File: src/hw/reset_seq_pkg.sv
/*
 * Constants, state encoding and register layout for the reset source
 * merger and power-up timer.
 * Assumes a 100 MHz system clock and a 32-bit Avalon-MM register bus.
 */
package reset_seq_pkg;

   // ---------------------------------------------------------------
   // Timing
   // ---------------------------------------------------------------
   localparam int CLK_PERIOD_NS  = 10;
   localparam int FILTER_NS      = 200;
   localparam int FILTER_CYCLES  = (FILTER_NS + CLK_PERIOD_NS - 1) / CLK_PERIOD_NS;
   localparam int FILTER_W       = 5;
   localparam logic [FILTER_W-1:0] FILTER_LAST = FILTER_W'(FILTER_CYCLES - 1);
   localparam int RC_PERIOD_NS   = 32000;
   localparam int RC_TICK_CYCLES = RC_PERIOD_NS / CLK_PERIOD_NS;
   localparam int TICK_W         = 12;
   localparam int PUT_W          = 11;
   localparam logic [PUT_W-1:0] PUT_LAST = 11'h7ff;

   // ---------------------------------------------------------------
   // Configuration compare
   // ---------------------------------------------------------------
   localparam int CFG_BITS = 32;

   // ---------------------------------------------------------------
   // Register map
   // ---------------------------------------------------------------
   localparam int ADDR_W = 4;
   localparam logic [ADDR_W-1:0] OFS_FLAGS  = 4'h0;
   localparam logic [ADDR_W-1:0] OFS_STATUS = 4'h4;
   localparam int BIT_BOR = 0;
   localparam int BIT_POR = 1;
   localparam int BIT_CM  = 5;
   localparam logic RST_BOR = 1'h0;
   localparam logic RST_POR = 1'h0;
   localparam logic RST_CM  = 1'h1;
   localparam int STS_POWER  = 0;
   localparam int STS_PIN    = 1;
   localparam int STS_TIMER  = 2;
   localparam int STS_RELOAD = 3;
   localparam int STS_CORE   = 4;
   localparam int STS_CNT_LSB = 16;

   // ---------------------------------------------------------------
   // Sequencer state
   // ---------------------------------------------------------------
   typedef enum logic [3:0] {
      S_POWER  = 4'h1,
      S_TIMER  = 4'h2,
      S_RELOAD = 4'h4,
      S_RUN    = 4'h8
   } seq_state_t;

   typedef struct packed {
      seq_state_t        st;
      logic [TICK_W-1:0] tick_cnt;
      logic [PUT_W-1:0]  put_cnt;
      logic              reload_seen;
      logic              bor_flag;
      logic              por_flag;
      logic              cm_flag;
      logic              ack;
      logic [31:0]       rdata;
   } seq_regs_t;

endpackage : reset_seq_pkg

File: src/hw/reset_sequencer.sv
/*
 * Reset source merger, power-up timer and reset cause flags.
 * Assumes all inputs synchronous to sys_clk, nrst is the power-on
 * reset of this block, and an Avalon-MM master with waitrequest.
 */
// How it works
// - A low external reset pin holds the core in reset.
// - Short low pulses on the reset pin are filtered out.
// - The reset pin is input only; nothing here drives it.
// - Power-on indication raises a reset so the core starts initialized.
// - Power-on reset clears the power-on flag; a software write of zero also clears it.
// - Only software sets the power-on flag back to one.
// - Brown-out works only with the regulator enable pin high.
// - Brown-out indication holds reset until regulator output recovers.
// - After brown-out ends, the power-up timer runs its full delay.
// - Brown-out during the timer returns to reset and restarts the delay.
// - Brown-out and power-on resets clear the brown-out flag.
// - With regulator off, brown-out flag ignores events; power-on still clears.
// - Configuration words are compared with shadows; mismatch triggers reset.
// - Mismatch reset clears the mismatch flag; a software write of zero also clears it.
// - Every hard or power reset reloads configuration before restart.
// - The power-up timer cannot be bypassed.
// - Timer is 11 bits counting 2048 RC periods of 32 us.
// - Core stays in reset while the timer counts.
// - Timer starts only after the power-on pulse ends.
// - Pin held past timer expiry releases the core at once.
`timescale 1ns/1ps
`default_nettype none

module reset_sequencer
   import reset_seq_pkg::*;
#(
   parameter int TICK_CYCLES = RC_TICK_CYCLES
)
(
   // Clock and reset
   input  wire logic                sys_clk,
   input  wire logic                nrst,
   // Supply monitors and pins
   input  wire logic                por_active,
   input  wire logic                brownout_detect,
   input  wire logic                regulator_enable_pin,
   input  wire logic                ext_reset_n_pin,
   // Configuration compare and reload
   input  wire logic [CFG_BITS-1:0] cfg_words,
   input  wire logic [CFG_BITS-1:0] cfg_shadow,
   output logic                     cfg_reload,
   input  wire logic                cfg_reload_done,
   // Core reset
   output logic                     core_reset_n,
   // Avalon-MM slave
   input  wire logic [ADDR_W-1:0]   avs_address,
   input  wire logic                avs_read,
   input  wire logic                avs_write,
   input  wire logic [31:0]         avs_writedata,
   input  wire logic [3:0]          avs_byteenable,
   output logic [31:0]              avs_readdata,
   output logic                     avs_waitrequest
);

   localparam logic [TICK_W-1:0] TICK_LAST = TICK_W'(TICK_CYCLES - 1);

   seq_regs_t r;
   seq_regs_t next_r;

   logic pin_reset;
   logic bor_eff;
   logic power_src;
   logic mismatch;
   logic tick;
   logic flags_wr;

   // ---------------------------------------------------------------
   // Helpers
   // ---------------------------------------------------------------
   // Shadows hold the complement of each configuration bit
   function automatic logic cfg_differs(input logic [CFG_BITS-1:0] w,
                                        input logic [CFG_BITS-1:0] s);
      cfg_differs = ((w ^ s) != {CFG_BITS{1'b1}});
   endfunction : cfg_differs

   function automatic logic [31:0] read_word(input logic [ADDR_W-1:0] a,
                                             input seq_regs_t        q,
                                             input logic             pin,
                                             input logic             pwr,
                                             input logic             core_n);
      logic [31:0] w;
      w = 32'h0;
      if (a == OFS_FLAGS) begin
         w[BIT_BOR] = q.bor_flag;
         w[BIT_POR] = q.por_flag;
         w[BIT_CM]  = q.cm_flag;
      end else if (a == OFS_STATUS) begin
         w[STS_POWER]  = pwr;
         w[STS_PIN]    = pin;
         w[STS_TIMER]  = (q.st == S_TIMER);
         w[STS_RELOAD] = (q.st == S_RELOAD);
         w[STS_CORE]   = ~core_n;
         w[STS_CNT_LSB +: PUT_W] = q.put_cnt;
      end
      read_word = w;
   endfunction : read_word

   // ---------------------------------------------------------------
   // Reset pin filter
   // ---------------------------------------------------------------
   // The pin is only ever sampled; no output reaches it
   pin_noise_filter u_pin_filter (
      .sys_clk         (sys_clk),
      .nrst            (nrst),
      .ext_reset_n_pin (ext_reset_n_pin),
      .pin_reset       (pin_reset)
   );

   // ---------------------------------------------------------------
   // Source qualification
   // ---------------------------------------------------------------
   assign bor_eff   = brownout_detect & regulator_enable_pin;
   assign power_src = por_active | bor_eff;
   assign mismatch  = cfg_differs(cfg_words, cfg_shadow);
   assign tick      = (r.tick_cnt == TICK_LAST);
   assign flags_wr  = avs_write & r.ack & (avs_address == OFS_FLAGS) & avs_byteenable[0];

   // ---------------------------------------------------------------
   // Next state
   // ---------------------------------------------------------------
   always_comb begin
      next_r = r;

      // Bus: one wait cycle, read word captured as the wait ends
      next_r.ack = (avs_read | avs_write) & ~r.ack;
      if (avs_read & ~r.ack) begin
         next_r.rdata = read_word(avs_address, r, pin_reset, power_src, core_reset_n);
      end

      // Software restores cause flags
      if (flags_wr) begin
         next_r.bor_flag = avs_writedata[BIT_BOR];
         next_r.por_flag = avs_writedata[BIT_POR];
         next_r.cm_flag  = avs_writedata[BIT_CM];
      end

      case (r.st)
         S_POWER: begin
            next_r.put_cnt  = '0;
            next_r.tick_cnt = '0;
            if (!power_src) begin
               next_r.st = S_TIMER;
            end
         end
         S_TIMER: begin
            // Always entered after a power event; no bypass path
            if (tick) begin
               next_r.tick_cnt = '0;
               if (r.put_cnt == PUT_LAST) begin
                  next_r.st          = S_RELOAD;
                  next_r.reload_seen = 1'b0;
               end else begin
                  next_r.put_cnt = r.put_cnt + PUT_W'(1);
               end
            end else begin
               next_r.tick_cnt = r.tick_cnt + TICK_W'(1);
            end
         end
         S_RELOAD: begin
            if (cfg_reload_done) begin
               next_r.reload_seen = 1'b1;
            end
            if ((r.reload_seen | cfg_reload_done) & ~pin_reset) begin
               next_r.st = S_RUN;
            end
         end
         S_RUN: begin
            if (pin_reset) begin
               next_r.st          = S_RELOAD;
               next_r.reload_seen = 1'b0;
            end else if (mismatch) begin
               next_r.st          = S_RELOAD;
               next_r.reload_seen = 1'b0;
               next_r.cm_flag     = 1'b0;
            end
         end
         default: begin
            next_r.st = S_POWER;
         end
      endcase

      // Power events override everything and restart the delay
      if (power_src) begin
         next_r.st       = S_POWER;
         next_r.put_cnt  = '0;
         next_r.tick_cnt = '0;
      end

      // Hardware clears win over a software write in the same cycle
      if (por_active) begin
         next_r.por_flag = 1'b0;
         next_r.bor_flag = 1'b0;
      end
      if (bor_eff) begin
         next_r.bor_flag = 1'b0;
      end
   end

   // ---------------------------------------------------------------
   // State register
   // ---------------------------------------------------------------
   always_ff @(posedge sys_clk or negedge nrst) begin
      if (!nrst) begin
         r             <= '0;
         r.st          <= S_POWER;
         r.bor_flag    <= RST_BOR;
         r.por_flag    <= RST_POR;
         r.cm_flag     <= RST_CM;
      end else begin
         r <= next_r;
      end
   end

   // ---------------------------------------------------------------
   // Outputs
   // ---------------------------------------------------------------
   // Power and pin sources pull reset at once, mismatch one clock later; release only follows a clocked state
   assign core_reset_n    = nrst & ~power_src & ~pin_reset & (r.st == S_RUN);
   assign cfg_reload      = (r.st == S_RELOAD) & ~r.reload_seen;
   assign avs_waitrequest = (avs_read | avs_write) & ~r.ack;
   assign avs_readdata    = r.rdata;

   // ---------------------------------------------------------------
   // Checks
   // ---------------------------------------------------------------
   property p_pin_holds;
      @(posedge sys_clk) disable iff (!nrst)
      pin_reset |-> !core_reset_n;
   endproperty
   a_pin_holds: assert property (p_pin_holds)
      else $error("core released while pin reset active");

   property p_por_holds;
      @(posedge sys_clk) disable iff (!nrst)
      por_active |-> !core_reset_n ##1 (r.st == S_POWER);
   endproperty
   a_por_holds: assert property (p_por_holds)
      else $error("power-on indication did not hold reset");

   property p_por_flag_clear;
      @(posedge sys_clk) disable iff (!nrst)
      por_active |=> !r.por_flag && !r.bor_flag;
   endproperty
   a_por_flag_clear: assert property (p_por_flag_clear)
      else $error("power-on reset left a cause flag set");

   property p_por_flag_sw_only;
      @(posedge sys_clk) disable iff (!nrst)
      $rose(r.por_flag) |-> $past(flags_wr && avs_writedata[BIT_POR]);
   endproperty
   a_por_flag_sw_only: assert property (p_por_flag_sw_only)
      else $error("power-on flag set without a software write");

   property p_bor_needs_reg;
      @(posedge sys_clk) disable iff (!nrst)
      (!regulator_enable_pin && !por_active && !flags_wr && r.bor_flag) |=> r.bor_flag;
   endproperty
   a_bor_needs_reg: assert property (p_bor_needs_reg)
      else $error("brown-out flag changed with regulator off");

   property p_bor_holds;
      @(posedge sys_clk) disable iff (!nrst)
      bor_eff |-> !core_reset_n ##1 (!r.bor_flag && r.st == S_POWER && r.put_cnt == '0);
   endproperty
   a_bor_holds: assert property (p_bor_holds)
      else $error("brown-out did not hold reset and restart the timer");

   property p_timer_full;
      @(posedge sys_clk) disable iff (!nrst)
      ($rose(r.st == S_RELOAD) && $past(r.st == S_TIMER)) |-> $past(r.put_cnt) == PUT_LAST;
   endproperty
   a_timer_full: assert property (p_timer_full)
      else $error("power-up timer ended early");

   property p_timer_holds;
      @(posedge sys_clk) disable iff (!nrst)
      (r.st == S_TIMER) |-> !core_reset_n;
   endproperty
   a_timer_holds: assert property (p_timer_holds)
      else $error("core released while the timer runs");

   property p_mismatch_reset;
      @(posedge sys_clk) disable iff (!nrst)
      (r.st == S_RUN && mismatch && !power_src && !pin_reset)
         |=> (!r.cm_flag && r.st == S_RELOAD && cfg_reload && !core_reset_n);
   endproperty
   a_mismatch_reset: assert property (p_mismatch_reset)
      else $error("mismatch did not reset and clear its flag");

   property p_pin_late_release;
      @(posedge sys_clk) disable iff (!nrst)
      (r.st == S_RELOAD && r.reload_seen && !pin_reset && !power_src)
         |=> (core_reset_n || power_src || pin_reset);
   endproperty
   a_pin_late_release: assert property (p_pin_late_release)
      else $error("core not released at once after pin release");

   property p_sync_release;
      @(posedge sys_clk) disable iff (!nrst)
      $rose(core_reset_n) |-> $past(r.st == S_RELOAD || r.st == S_RUN);
   endproperty
   a_sync_release: assert property (p_sync_release)
      else $error("core released outside the release sequence");

   property p_bor_restart;
      @(posedge sys_clk) disable iff (!nrst)
      ($fell(bor_eff) && !por_active) |=> (r.st == S_TIMER && r.put_cnt == '0);
   endproperty
   a_bor_restart: assert property (p_bor_restart)
      else $error("timer did not start from zero after brown-out");

   property p_bor_off;
      @(posedge sys_clk) disable iff (!nrst)
      (!regulator_enable_pin && !por_active && !pin_reset && !mismatch && r.st == S_RUN) |=> (r.st == S_RUN);
   endproperty
   a_bor_off: assert property (p_bor_off)
      else $error("reset taken with regulator off");

   property p_timer_after_pulse;
      @(posedge sys_clk) disable iff (!nrst)
      $rose(r.st == S_TIMER) |-> $past(r.st == S_POWER && !power_src);
   endproperty
   a_timer_after_pulse: assert property (p_timer_after_pulse)
      else $error("timer started during a power event");

   property p_run_after_reload;
      @(posedge sys_clk) disable iff (!nrst)
      $rose(r.st == S_RUN) |-> $past(r.st == S_RELOAD && (r.reload_seen || cfg_reload_done));
   endproperty
   a_run_after_reload: assert property (p_run_after_reload)
      else $error("core run without a configuration reload");

endmodule : reset_sequencer

`default_nettype wire

File: src/hw/pin_noise_filter.sv
/*
 * Noise filter for the external active-low reset pin.
 * Assumes the pin is already synchronous to sys_clk.
 */
`timescale 1ns/1ps
`default_nettype none

module pin_noise_filter
   import reset_seq_pkg::*;
(
   // Clock and reset
   input  wire logic sys_clk,
   input  wire logic nrst,
   // Pin and filtered request
   input  wire logic ext_reset_n_pin,
   output logic      pin_reset
);

   typedef struct packed {
      logic [FILTER_W-1:0] low_cnt;
      logic                hold;
   } filt_regs_t;

   filt_regs_t r;
   filt_regs_t next_r;

   // ---------------------------------------------------------------
   // Low time counter
   // ---------------------------------------------------------------
   always_comb begin
      next_r = r;
      if (ext_reset_n_pin) begin
         next_r.low_cnt = '0;
         next_r.hold    = 1'b0;
      end else if (r.low_cnt == FILTER_LAST) begin
         next_r.hold = 1'b1;
      end else begin
         next_r.low_cnt = r.low_cnt + FILTER_W'(1);
      end
   end

   always_ff @(posedge sys_clk or negedge nrst) begin
      if (!nrst) begin
         r <= '0;
      end else begin
         r <= next_r;
      end
   end

   assign pin_reset = r.hold;

   // ---------------------------------------------------------------
   // Checks
   // ---------------------------------------------------------------
   property p_short_low_ignored;
      @(posedge sys_clk) disable iff (!nrst)
      $rose(pin_reset) |-> ($past(r.low_cnt) == FILTER_LAST) && $past(!ext_reset_n_pin);
   endproperty
   a_short_low_ignored: assert property (p_short_low_ignored)
      else $error("pin reset taken before the filter time");

   property p_release_drops;
      @(posedge sys_clk) disable iff (!nrst)
      ext_reset_n_pin |=> !pin_reset;
   endproperty
   a_release_drops: assert property (p_release_drops)
      else $error("pin reset held after pin release");

endmodule : pin_noise_filter

`default_nettype wire

File: config.mk
export PLATFORM = sky130hd
export DESIGN_NAME = reset_sequencer
export DESIGN_NICKNAME = d
export VERILOG_FILES = /design/src/hw/reset_seq_pkg.sv /design/src/hw/reset_sequencer.sv /design/src/hw/pin_noise_filter.sv
export SDC_FILE = /design/constraint.sdc
export NUM_CORES = 1
export LEC_CHECK = 0
export ABC_AREA = 1
export BUFFER_PORTS_ARGS = -buffer_cell sky130_fd_sc_hd__buf_2
export CORE_ASPECT_RATIO = 1.4
export CORE_MARGIN = 2
export CORE_UTILIZATION = 49
export DETAILED_ROUTE_END_ITERATION = 8
export PLACE_DENSITY = 0.81
export SLEW_MARGIN = 20
export SYNTH_ARGS = -nofsm -noshare
export SYNTH_HDL_FRONTEND = slang
export SYNTH_SLANG_ARGS = --single-unit
File: constraint.sdc
create_clock -name sys_clk -period 2 [get_ports sys_clk]
set_clock_uncertainty 0.1 [all_clocks]
set_input_delay 0.4 -clock sys_clk [delete_from_list [all_inputs] [get_ports sys_clk]]
set_output_delay 0.4 -clock sys_clk [all_outputs]
set_load 0.05 [all_outputs]
==> results_dict.tcl, run 1 <==
set metrics [dict create \
    cts_sinks 55 \
    p_sw_mw 0.691 \
    synthDominantCellAreaShare_pct 36.1 \
    portBuffers 100 \
    worstPathRequired_ns 2.11 \
    die_area_um2 8220 \
    synth.distinct_cells 48 \
    crit_fanout 13 \
    dpl-instance-area_um2 4240 \
    dieWidth_um 77.2 \
    die_h_um 106 \
    gp_congestion 0.910 \
    drt_wl_total_mm 8.51 \
    path_cells "or2_4, nor3_4, nand2_2, o21ai_2, nor2_4, buf_12, buf_4, nand3_2, o21ai_2" \
    ant_nets 0 \
    crit_slowest_cell "dfrtp_1" \
    ys_seq_area_share_pct 37.5 \
    worst_slew_pin_slew_ns 0.688 \
    h-tree-depth 2 \
    leakagePower_nw 2.45 \
    p_sw_share_pct 29.8 \
    criticalPathCategory "reg2reg" \
    remaining_drc_errors 0 \
    pwr-share-seq_pct 50.1 \
    pre_cts_ws_ns 0.0197 \
    finalCritPeriodShare_pct 97.8 \
    clock_latency_ns 0.31 \
    cpMostUsedCell "o21ai_2" \
    drv_cap 0 \
    rows 37 \
    finalHoldViolCount 0 \
    fin_tns_setup_ns 0 \
    initial_core_util_pct 50.2 \
    status "finished clean" \
    combPwrFrac_pct 22.6 \
    post_drt_wl_per_cell_um 11.6 \
    slew_viol_final 0 \
    drtIter0Drc 181 \
    crit_arrival_ns 2.06 \
    drive_gt1_share_pct 29.3 \
    pin_count 148 \
    dr.pass1.iters 4 \
    synth_edf_count 0 \
    antenna_found_initial 0 \
    netlist_area_um2 3670 \
    clk_path_buf_depth 2 \
    r2r_slack_ns 0.04 \
    grt_overflow 0 \
    area_growth_pct 22.0 \
    cts_root_buffer "clkbuf_8" \
    coreArea_um2 7310 \
    p_int_mw 1.63 \
    fin_crit_ns 1.96 \
    endpoint_kind "flop" \
    dp_hpwl_mm 6.72 \
    path_clk_slew_ns 0.10 \
    critPathMaxStageDelay_ns 0.42 \
    vdd_drop_max_uv 306 \
    synth.area.top_cells "dfrtp_1 (36%), nand2_1 (12%), nor2_1 (8.6%), inv_1 (7.6%), buf_4 (6.5%)" \
    crit_path_start_kind "flop" \
    synthArstFlopShare_pct 100 \
    timing.hold.worst.class "in2async" \
    cts_tree "done" \
    clock.fmax_ghz 0.511 \
    diodes 0 \
    slew_headroom_pct 54.2 \
    final_cell_area_um2 4480 \
    yosys_register_bits 55 \
    power_density_nw_per_um2 517 \
    ys_warn_count 0 \
    synth.avg_cell_area_um2 7.12 \
    setup_ws_ns 0.0440 \
    synthFlopType "dfrtp_1" \
    grt_pass1_vias 3337 \
    final_nets 749 \
    cts_hold_buf 0 \
    synth_cells 516 \
    track_usage_pct 20.9 \
    yosysTopAreaCell "dfrtp_1" \
    grt_pass1_wl_mm 14.1 \
    clkPwrFrac_pct 27.3 \
    drt-vias-per-instance 4.83 \
    fin_util_pct 61.3 \
    grt_max_degree 56 \
    cts_buffers 5 \
    rsz0062_at_grt "yes" \
    dr_total_vias 3530 \
    finalSetupViolCount 0 \
]
[final timing paths]
path                            start                to  cells after the start
hold / removal                   nrst  avs_readdata[20]                      2
min in group sys_clk       por_active             r[34]                      2
setup / recovery                r[62]             r[45]                      9
hold reg to reg                 r[32]             r[32]                      1
setup reg to reg                r[62]             r[45]                      9
max in group asynchronous        nrst             r[54]                      2
[state kept, by name (all words and copies together), names as in the netlist]
name / cells
r: 32
avs_readdata: 17
u_pin_filter.r: 5
u_pin_filter.pin_reset: 1
[cells in the mapped netlist (2+ instances only)]
library cell	instances
a21oi_1	10
buf_4	32
clkbuf_1	2
clkinv_2	2
dfrtp_1	53
dfstp_2	2
ha_1	3
inv_1	74
inv_2	2
nand2_1	122
nand2_2	2
nand3_1	24
nand3_2	5
nand4_1	9
nor2_1	84
nor2_2	2
nor2_4	2
nor3_1	11
nor4_1	5
o211ai_1	2
o21a_1	2
o21ai_0	23
o21ai_1	2
o21ai_2	6
or2_2	2
xor2_1	11
[logic make-up (layout without fill, tap and decap cells)]
family | count (synthesis) | count (layout) | share of synthesized area, %
other cells | 1 | 15 | 0.102
compound gates | 53 | 53 | 9.06
flops | 55 | 55 | 37.5
fa+ha+maj | 3 | 3 | 1.02
xor+xnor | 12 | 12 | 2.86
buf+inv | 117 | 221 | 16.0
mux | 1 | 1 | 0.307
simple gates | 274 | 274 | 33.1
[final cells by class]
type	instances	area, µm²
well taps	97	121
repair buffers	133	790
inverters	80	305
fillers	695	2830
clock inverters	1	8.76
clock buffers	7	86.3
flip-flops and latches	55	1380
multi-input cells	358	1790
[worst max-delay path, delay by kind of cell (launching register included)]
kind	cells	cell delay [ns]
AOI/OAI and AO/OA	2	0.25
DFF	1	0.42
buffers and inverters	2	0.28
and+or+nand+nor	5	0.81
[layer usage]
metal	up-vias	track usage (%)	share of wire [%]
li1	1801	-	-
met1	1604	25.9	42
met2	108	37.2	51
met3	17	2.38	4.2
met4	0	7.40	2.5
met5	-	0	0
[power groups by stage]
stage                     Combinational (mW)  Sequential (mW)  Clock [mW]
after floorplan                        0.321             1.18           0
after global placement                 0.474             1.18           0
after detailed placement               0.488             1.18           0
after CTS                              0.514             1.16       0.651
after global routing                   0.580             1.16       0.692
final                                  0.523             1.16       0.633
[metrics by stage]
stage | hold slack, ns | cells | total power [mW]
floorplan | 0.00441 | 530 | 1.50
global placement | 0.350 | 712 | 1.65
detailed placement | 0.364 | 712 | 1.67
CTS | 0.168 | 724 | 2.33
global route | 0.174 | 731 | 2.44
finish | 0.154 | 731 | 2.32
[layout by cell type (no fill, tap or decap), types with 9 or more instances in the layout]
cell type  netlist  final
a21oi_1         10     10
buf_2            1     98
buf_4           32     31
conb_1           1     15
dfrtp_1         53     53
inv_1           74     71
nand2_1        122    121
nand3_1         24     23
nand4_1          9      9
nor2_1          84     80
nor3_1          11     10
o21ai_0         23     23
xor2_1          11     11
[repair_timing]
action | CTS | global route
cloned | 0 | 0
pin swaps | 3 | 5
gates resized for setup | 7 | 10
endpoints found under the setup margin | 5 | 18
setup buffers | 4 | 7
(Power assumes the default switching activity.)
==> inputs of run 2 (changes only) <==
--- a/config.mk
+++ b/config.mk
@@ -7,7 +7,7 @@
 export LEC_CHECK = 0
 export ABC_AREA = 1
 export BUFFER_PORTS_ARGS = -buffer_cell sky130_fd_sc_hd__buf_2
-export CORE_ASPECT_RATIO = 1.4
+export CORE_ASPECT_RATIO = 0.9
 export CORE_MARGIN = 2
 export CORE_UTILIZATION = 49
 export DETAILED_ROUTE_END_ITERATION = 8
==> run 2 against run 1 <==
  * Worst hold slack lost 0.015 ns
  * Clock-buffer cell count unchanged
  * Core utilization increased by 0.13 points
  * Non-clock buffer count is 9 lower
  * Setup slack lost 0.012 ns
  * Combinational power down 5.0%
==> results_dict.tcl, run 2 (synthesis results as in run 1) <==
set metrics [dict create \
    status "finished clean" \
    ant_nets 0 \
    remaining_drc_errors 0 \
    fin_crit_ns 1.97 \
    grt_overflow 0 \
    drtIter0Drc 138 \
    vdd_drop_max_uv 284 \
    drv_cap 0 \
    top_register "r" \
    cts_hold_buf 0 \
    drt_wl_total_mm 8.12 \
    dieWidth_um 95.3 \
    dr_total_vias 3486 \
    drive_gt1_share_pct 28.0 \
    h-tree-depth 2 \
    clock.fmax_ghz 0.508 \
    finalCritPeriodShare_pct 98.4 \
    clock_latency_ns 0.31 \
    slew_headroom_pct 54.4 \
    crit_path_start_kind "flop" \
    grt_pass1_wl_mm 13.6 \
    cts_buffers 5 \
    gp_congestion 0.884 \
    diodes 0 \
    leakagePower_nw 2.39 \
    fillCellCount 640 \
    criticalPathCategory "reg2out" \
    worst_slew_pin_slew_ns 0.684 \
    crit_fanout 4 \
    rows 29 \
    cts_root_buffer "clkbuf_8" \
    post_drt_wl_per_cell_um 11.3 \
    final_nets 741 \
    critPathMaxStageDelay_ns 0.40 \
    finalHoldViolCount 0 \
    portBuffers 100 \
    timing.hold.worst.class "in2async" \
    grt_pass1_vias 3247 \
    final_cell_area_um2 4390 \
    area_growth_pct 19.4 \
    path_buf_inv 2 \
    dpl-instance-area_um2 4190 \
    final_common_cell "nand2_1" \
    cts_tree "done" \
    path_cells "inv_2, nand3_1, nor2_2, nand2_2, nor2_4, buf_8" \
    final_cell_mix "nand2_1 (121), buf_2 (98), nor2_1 (80)" \
    fin_tns_setup_ns 0 \
    clk_path_buf_depth 2 \
    crit_slowest_cell "dfrtp_1" \
    die_h_um 86.1 \
    die_area_um2 8210 \
    finalSetupViolCount 0 \
    drt-vias-per-instance 4.85 \
    ff_latch_area_um2 1380 \
    power_density_nw_per_um2 522 \
    multiInputGateArea_um2 1800 \
    track_usage_pct 20.4 \
    worstPathRequired_ns 1.50 \
    dr.pass1.iters 4 \
    initial_core_util_pct 51.4 \
    endpoint_kind "primary output" \
    largest_reg_flops 32 \
    critPathTopFamily "simple AND/OR/NAND/NOR gates" \
    cts_sinks 55 \
    r2r_slack_ns 0.07 \
    pin_count 148 \
    grt_max_degree 56 \
    slew_viol_final 0 \
    crit_arrival_ns 1.47 \
    fin_util_pct 61.4 \
    dp_hpwl_mm 6.29 \
    rsz0062_at_grt "yes" \
    path_clk_slew_ns 0.10 \
    antenna_found_initial 0 \
    coreArea_um2 7150 \
]
[run 2: changes by cell type in the layout (fill, tap and decap cells not counted), sizes merged]
| cell | change |
|---|---|
| nor2 | +1 |
| buf | -9 |
[run 2: final cells by class]
| class | instances | share of cell area, % |
|---|---|---|
| clock buffer | 7 | 1.97 |
| clock inverter | 1 | 0.114 |
| inverter | 80 | 7.01 |
| multi-input combinational | 359 | 40.9 |
| sequential | 55 | 31.4 |
| tap | 93 | 2.65 |
| timing repair buffer | 124 | 15.9 |
[run 2: repair_timing]
action | CTS | global route
pin swaps | 0 | 6
endpoints found under the setup margin | 2 | 17
buffers inserted | 0 | 7
cloned | 0 | 1
gates resized for setup | 4 | 14
[run 2: worst paths after layout]
path                       depth (start not counted)       start          endpoint
min in group sys_clk                               2  por_active             r[34]
setup reg to reg                                   8       r[63]             r[56]
max in group asynchronous                          2        nrst             r[51]
setup / recovery                                   6       r[61]      core_reset_n
hold / removal                                     2        nrst  avs_readdata[24]
hold reg to reg                                    1       r[32]             r[32]
[run 2: stage by stage]
step,instances,hold WS [ns],power [mW],setup slack (ns)
floorplan,530,0.00441,1.50,0.0623
global placement,703,0.347,1.64,0.0973
detailed placement,703,0.369,1.66,0.0525
CTS,711,0.172,2.29,0.00180
global route,719,0.171,2.40,-0.0395
finish,719,0.139,2.29,0.0318
[run 2: worst reg2reg max path: stages (launching register included)]
cell,delay (ns)
dfrtp_1,0.43
or2_4,0.28
nor3_4,0.20
buf_4,0.15
nor2_2,0.04
buf_4,0.14
or2_2,0.28
xor2_1,0.15
nor2_1,0.06
[run 2: power breakdown]
part	internal, mW	switching, mW
Combinational	0.184	0.313
Clock	0.280	0.352
Sequential	1.14	0.0189
[run 2: metal layers]
| metal | track usage (%) | part of all wire, % |
|---|---|---|
| met5 | 0 | 0 |
| met4 | 6.72 | 1.3 |
| met3 | 4.57 | 6.3 |
| met2 | 35.3 | 49 |
| met1 | 25.2 | 43 |
==> inputs of run 3 (changes only) <==
--- a/config.mk
+++ b/config.mk
@@ -11,7 +11,7 @@
 export CORE_MARGIN = 2
 export CORE_UTILIZATION = 49
 export DETAILED_ROUTE_END_ITERATION = 8
-export PLACE_DENSITY = 0.81
+export PLACE_DENSITY = 0.84
 export SLEW_MARGIN = 20
 export SYNTH_ARGS = -nofsm -noshare
 export SYNTH_HDL_FRONTEND = slang
==> constraint.sdc (replaced) <==
create_clock -name sys_clk -period 2.2 [get_ports sys_clk]
set_clock_uncertainty 0.1 [all_clocks]
set_input_delay 0.44 -clock sys_clk [delete_from_list [all_inputs] [get_ports sys_clk]]
set_output_delay 0.44 -clock sys_clk [all_outputs]
set_load 0.05 [all_outputs]
==> run 3 against run 2 <==
  * Die area is the same
  * Global-route usage grew 0.93 points
  * Routed wire length grew 4.6%
  * Largest power group unchanged
  * Core utilization shrank 1.9 points
  * First-iteration DRC count grew 8.7%
  * Setup slack gained 0.11 ns
  * Design area shrank 3.1%
  * Clock-buffer cell count is the same
  * Critical path type is now reg2reg
==> results_dict.tcl, run 3 (synthesis results as in run 1) <==
set metrics [dict create \
    drv_cap 0 \
    r2r_end "r[44]" \
    grt_pass1_vias 3422 \
    pre_cts_ws_ns 0.148 \
    clock_latency_ns 0.32 \
    r2r_slack_ns 0.14 \
    h-tree-depth 2 \
    slew_viol_final 0 \
    ant_nets 0 \
    portBuffers 100 \
    grt_max_degree 56 \
    finalCritPeriodShare_pct 93.7 \
    clock.fmax_ghz 0.485 \
    cts_tree "done" \
    cts_hold_buf 0 \
    status "finished clean" \
    initial_core_util_pct 51.4 \
    fin_crit_ns 2.06 \
    path_depth 10 \
    track_usage_pct 21.4 \
    post_drt_wl_per_cell_um 12.0 \
    finalHoldViolCount 0 \
    fin_total_pwr_mw 2.08 \
    path_buf_inv 2 \
    crit_path_start_kind "flop" \
    endpoint_kind "flop" \
    setup_ws_ns 0.138 \
    fin_tns_setup_ns 0 \
    cts_sinks 55 \
    dieWidth_um 95.3 \
    finalSetupViolCount 0 \
    drt-vias-per-instance 4.95 \
    fin_util_pct 59.5 \
    fillCellCount 632 \
    dp.cells 694 \
    path_clk_slew_ns 0.10 \
    grt_pass1_wl_mm 14.3 \
    final_cell_mix "nand2_1 (122), buf_2 (99), nor2_1 (83)" \
    dp_hpwl_mm 6.55 \
    cts_buffers 5 \
    final_cell_area_um2 4250 \
    rr_startpoint "r[48]" \
    dr.pass1.iters 4 \
    largest_reg_flops 32 \
    r2r_cells 10 \
    antenna_found_initial 1 \
    slew_headroom_pct 54.4 \
    gp_congestion 0.921 \
    timing.hold.worst.class "in2async" \
    grt_overflow 0 \
    hold_ws_ns 0.157 \
    critPathMaxStageDelay_ns 0.41 \
    criticalPathCategory "reg2reg" \
    coreArea_um2 7150 \
    die_h_um 86.1 \
    area_growth_pct 15.8 \
    drive_gt1_share_pct 25.4 \
    critPathTopFamily "simple AND/OR/NAND/NOR gates" \
    crit_slowest_cell "dfrtp_1" \
    remaining_drc_errors 0 \
    leakagePower_nw 2.33 \
    rows 29 \
    crit_fanout 10 \
    path_cells "ha_1, nand3_2, nor2_4, nand3_4, o21ai_4, inv_4, nor2_4, inv_1, nand2_1, o21ai_1" \
    worstPathRequired_ns 2.31 \
    die_area_um2 8210 \
    clk_path_buf_depth 2 \
    final_common_cell "nand2_1" \
    cts_root_buffer "clkbuf_8" \
    pin_count 148 \
    rsz0062_at_grt "no" \
    crit_arrival_ns 2.17 \
    layout.cells.non_filler 705 \
    drt_wl_total_mm 8.49 \
    final_nets 726 \
    power_density_nw_per_um2 488 \
    cpMostUsedCell "nor2_4" \
    dr_total_vias 3489 \
    dpl-instance-area_um2 4130 \
    top_register "r" \
    drtIter0Drc 150 \
    worst_slew_pin_slew_ns 0.684 \
    vdd_drop_max_uv 259 \
]
[run 3: changes by cell type in the layout (fill, tap and decap cells not counted), sizes merged]
cell	previous run	this run
diode	0	1
buf	124	110
nor2	89	88
[run 3: timing repair]
item / in CTS / in global routing
resized for setup: 0 / 5
setup buffers: 0 / 2
setup endpoints to repair: 0 / 13
[run 3: worst max-delay path by stage]
stage,startpoint,end,slack [ns]
floorplan,brownout_detect,core_reset_n,0.20
global placement,r[48],r[46],0.21
detailed placement,brownout_detect,r[44],0.15
CTS,r[61],core_reset_n,0.04
global route,r[48],r[44],0.0004
finish,r[48],r[44],0.14
[run 3: cell type report]
cell class	count	area, µm²	share of cell area, %
multi-input combinational	358	1770	41.5
sequential	55	1380	32.4
timing repair buffer	110	591	13.9
inverter	80	305	7.18
tap	93	116	2.74
clock buffer	7	86.3	2.03
clock inverter	1	8.76	0.206
antenna	1	2.50	0.0588
[run 3: layer usage]
| metal | part of all wire [%] | vias to the layer above | global-route usage (%) | routed length [µm] |
|---|---|---|---|---|
| met5 | 0.15 | - | 0 | 13 |
| met2 | 51 | 96 | 38.5 | 4370 |
| met4 | 1.6 | 2 | 7.11 | 139 |
| met3 | 5.3 | 16 | 4.92 | 450 |
| li1 | - | 1759 | - | - |
| met1 | 41 | 1616 | 24.8 | 3520 |
[run 3: where the power goes]
| group | switching, mW | internal (mW) |
|---|---|---|
| sequential | 0.0203 | 1.04 |
| combinational | 0.281 | 0.152 |
| clock | 0.328 | 0.259 |
[run 3: worst reg2reg max path: cells and delay by family, from the launching register on]
family	cells	cell delay, ns
flip-flops	1	0.41
buffers and inverters	2	0.21
AND/OR/NAND/NOR	5	0.70
adder cells (fa/ha/maj)	1	0.23
AO/OA/AOI/OAI	2	0.30
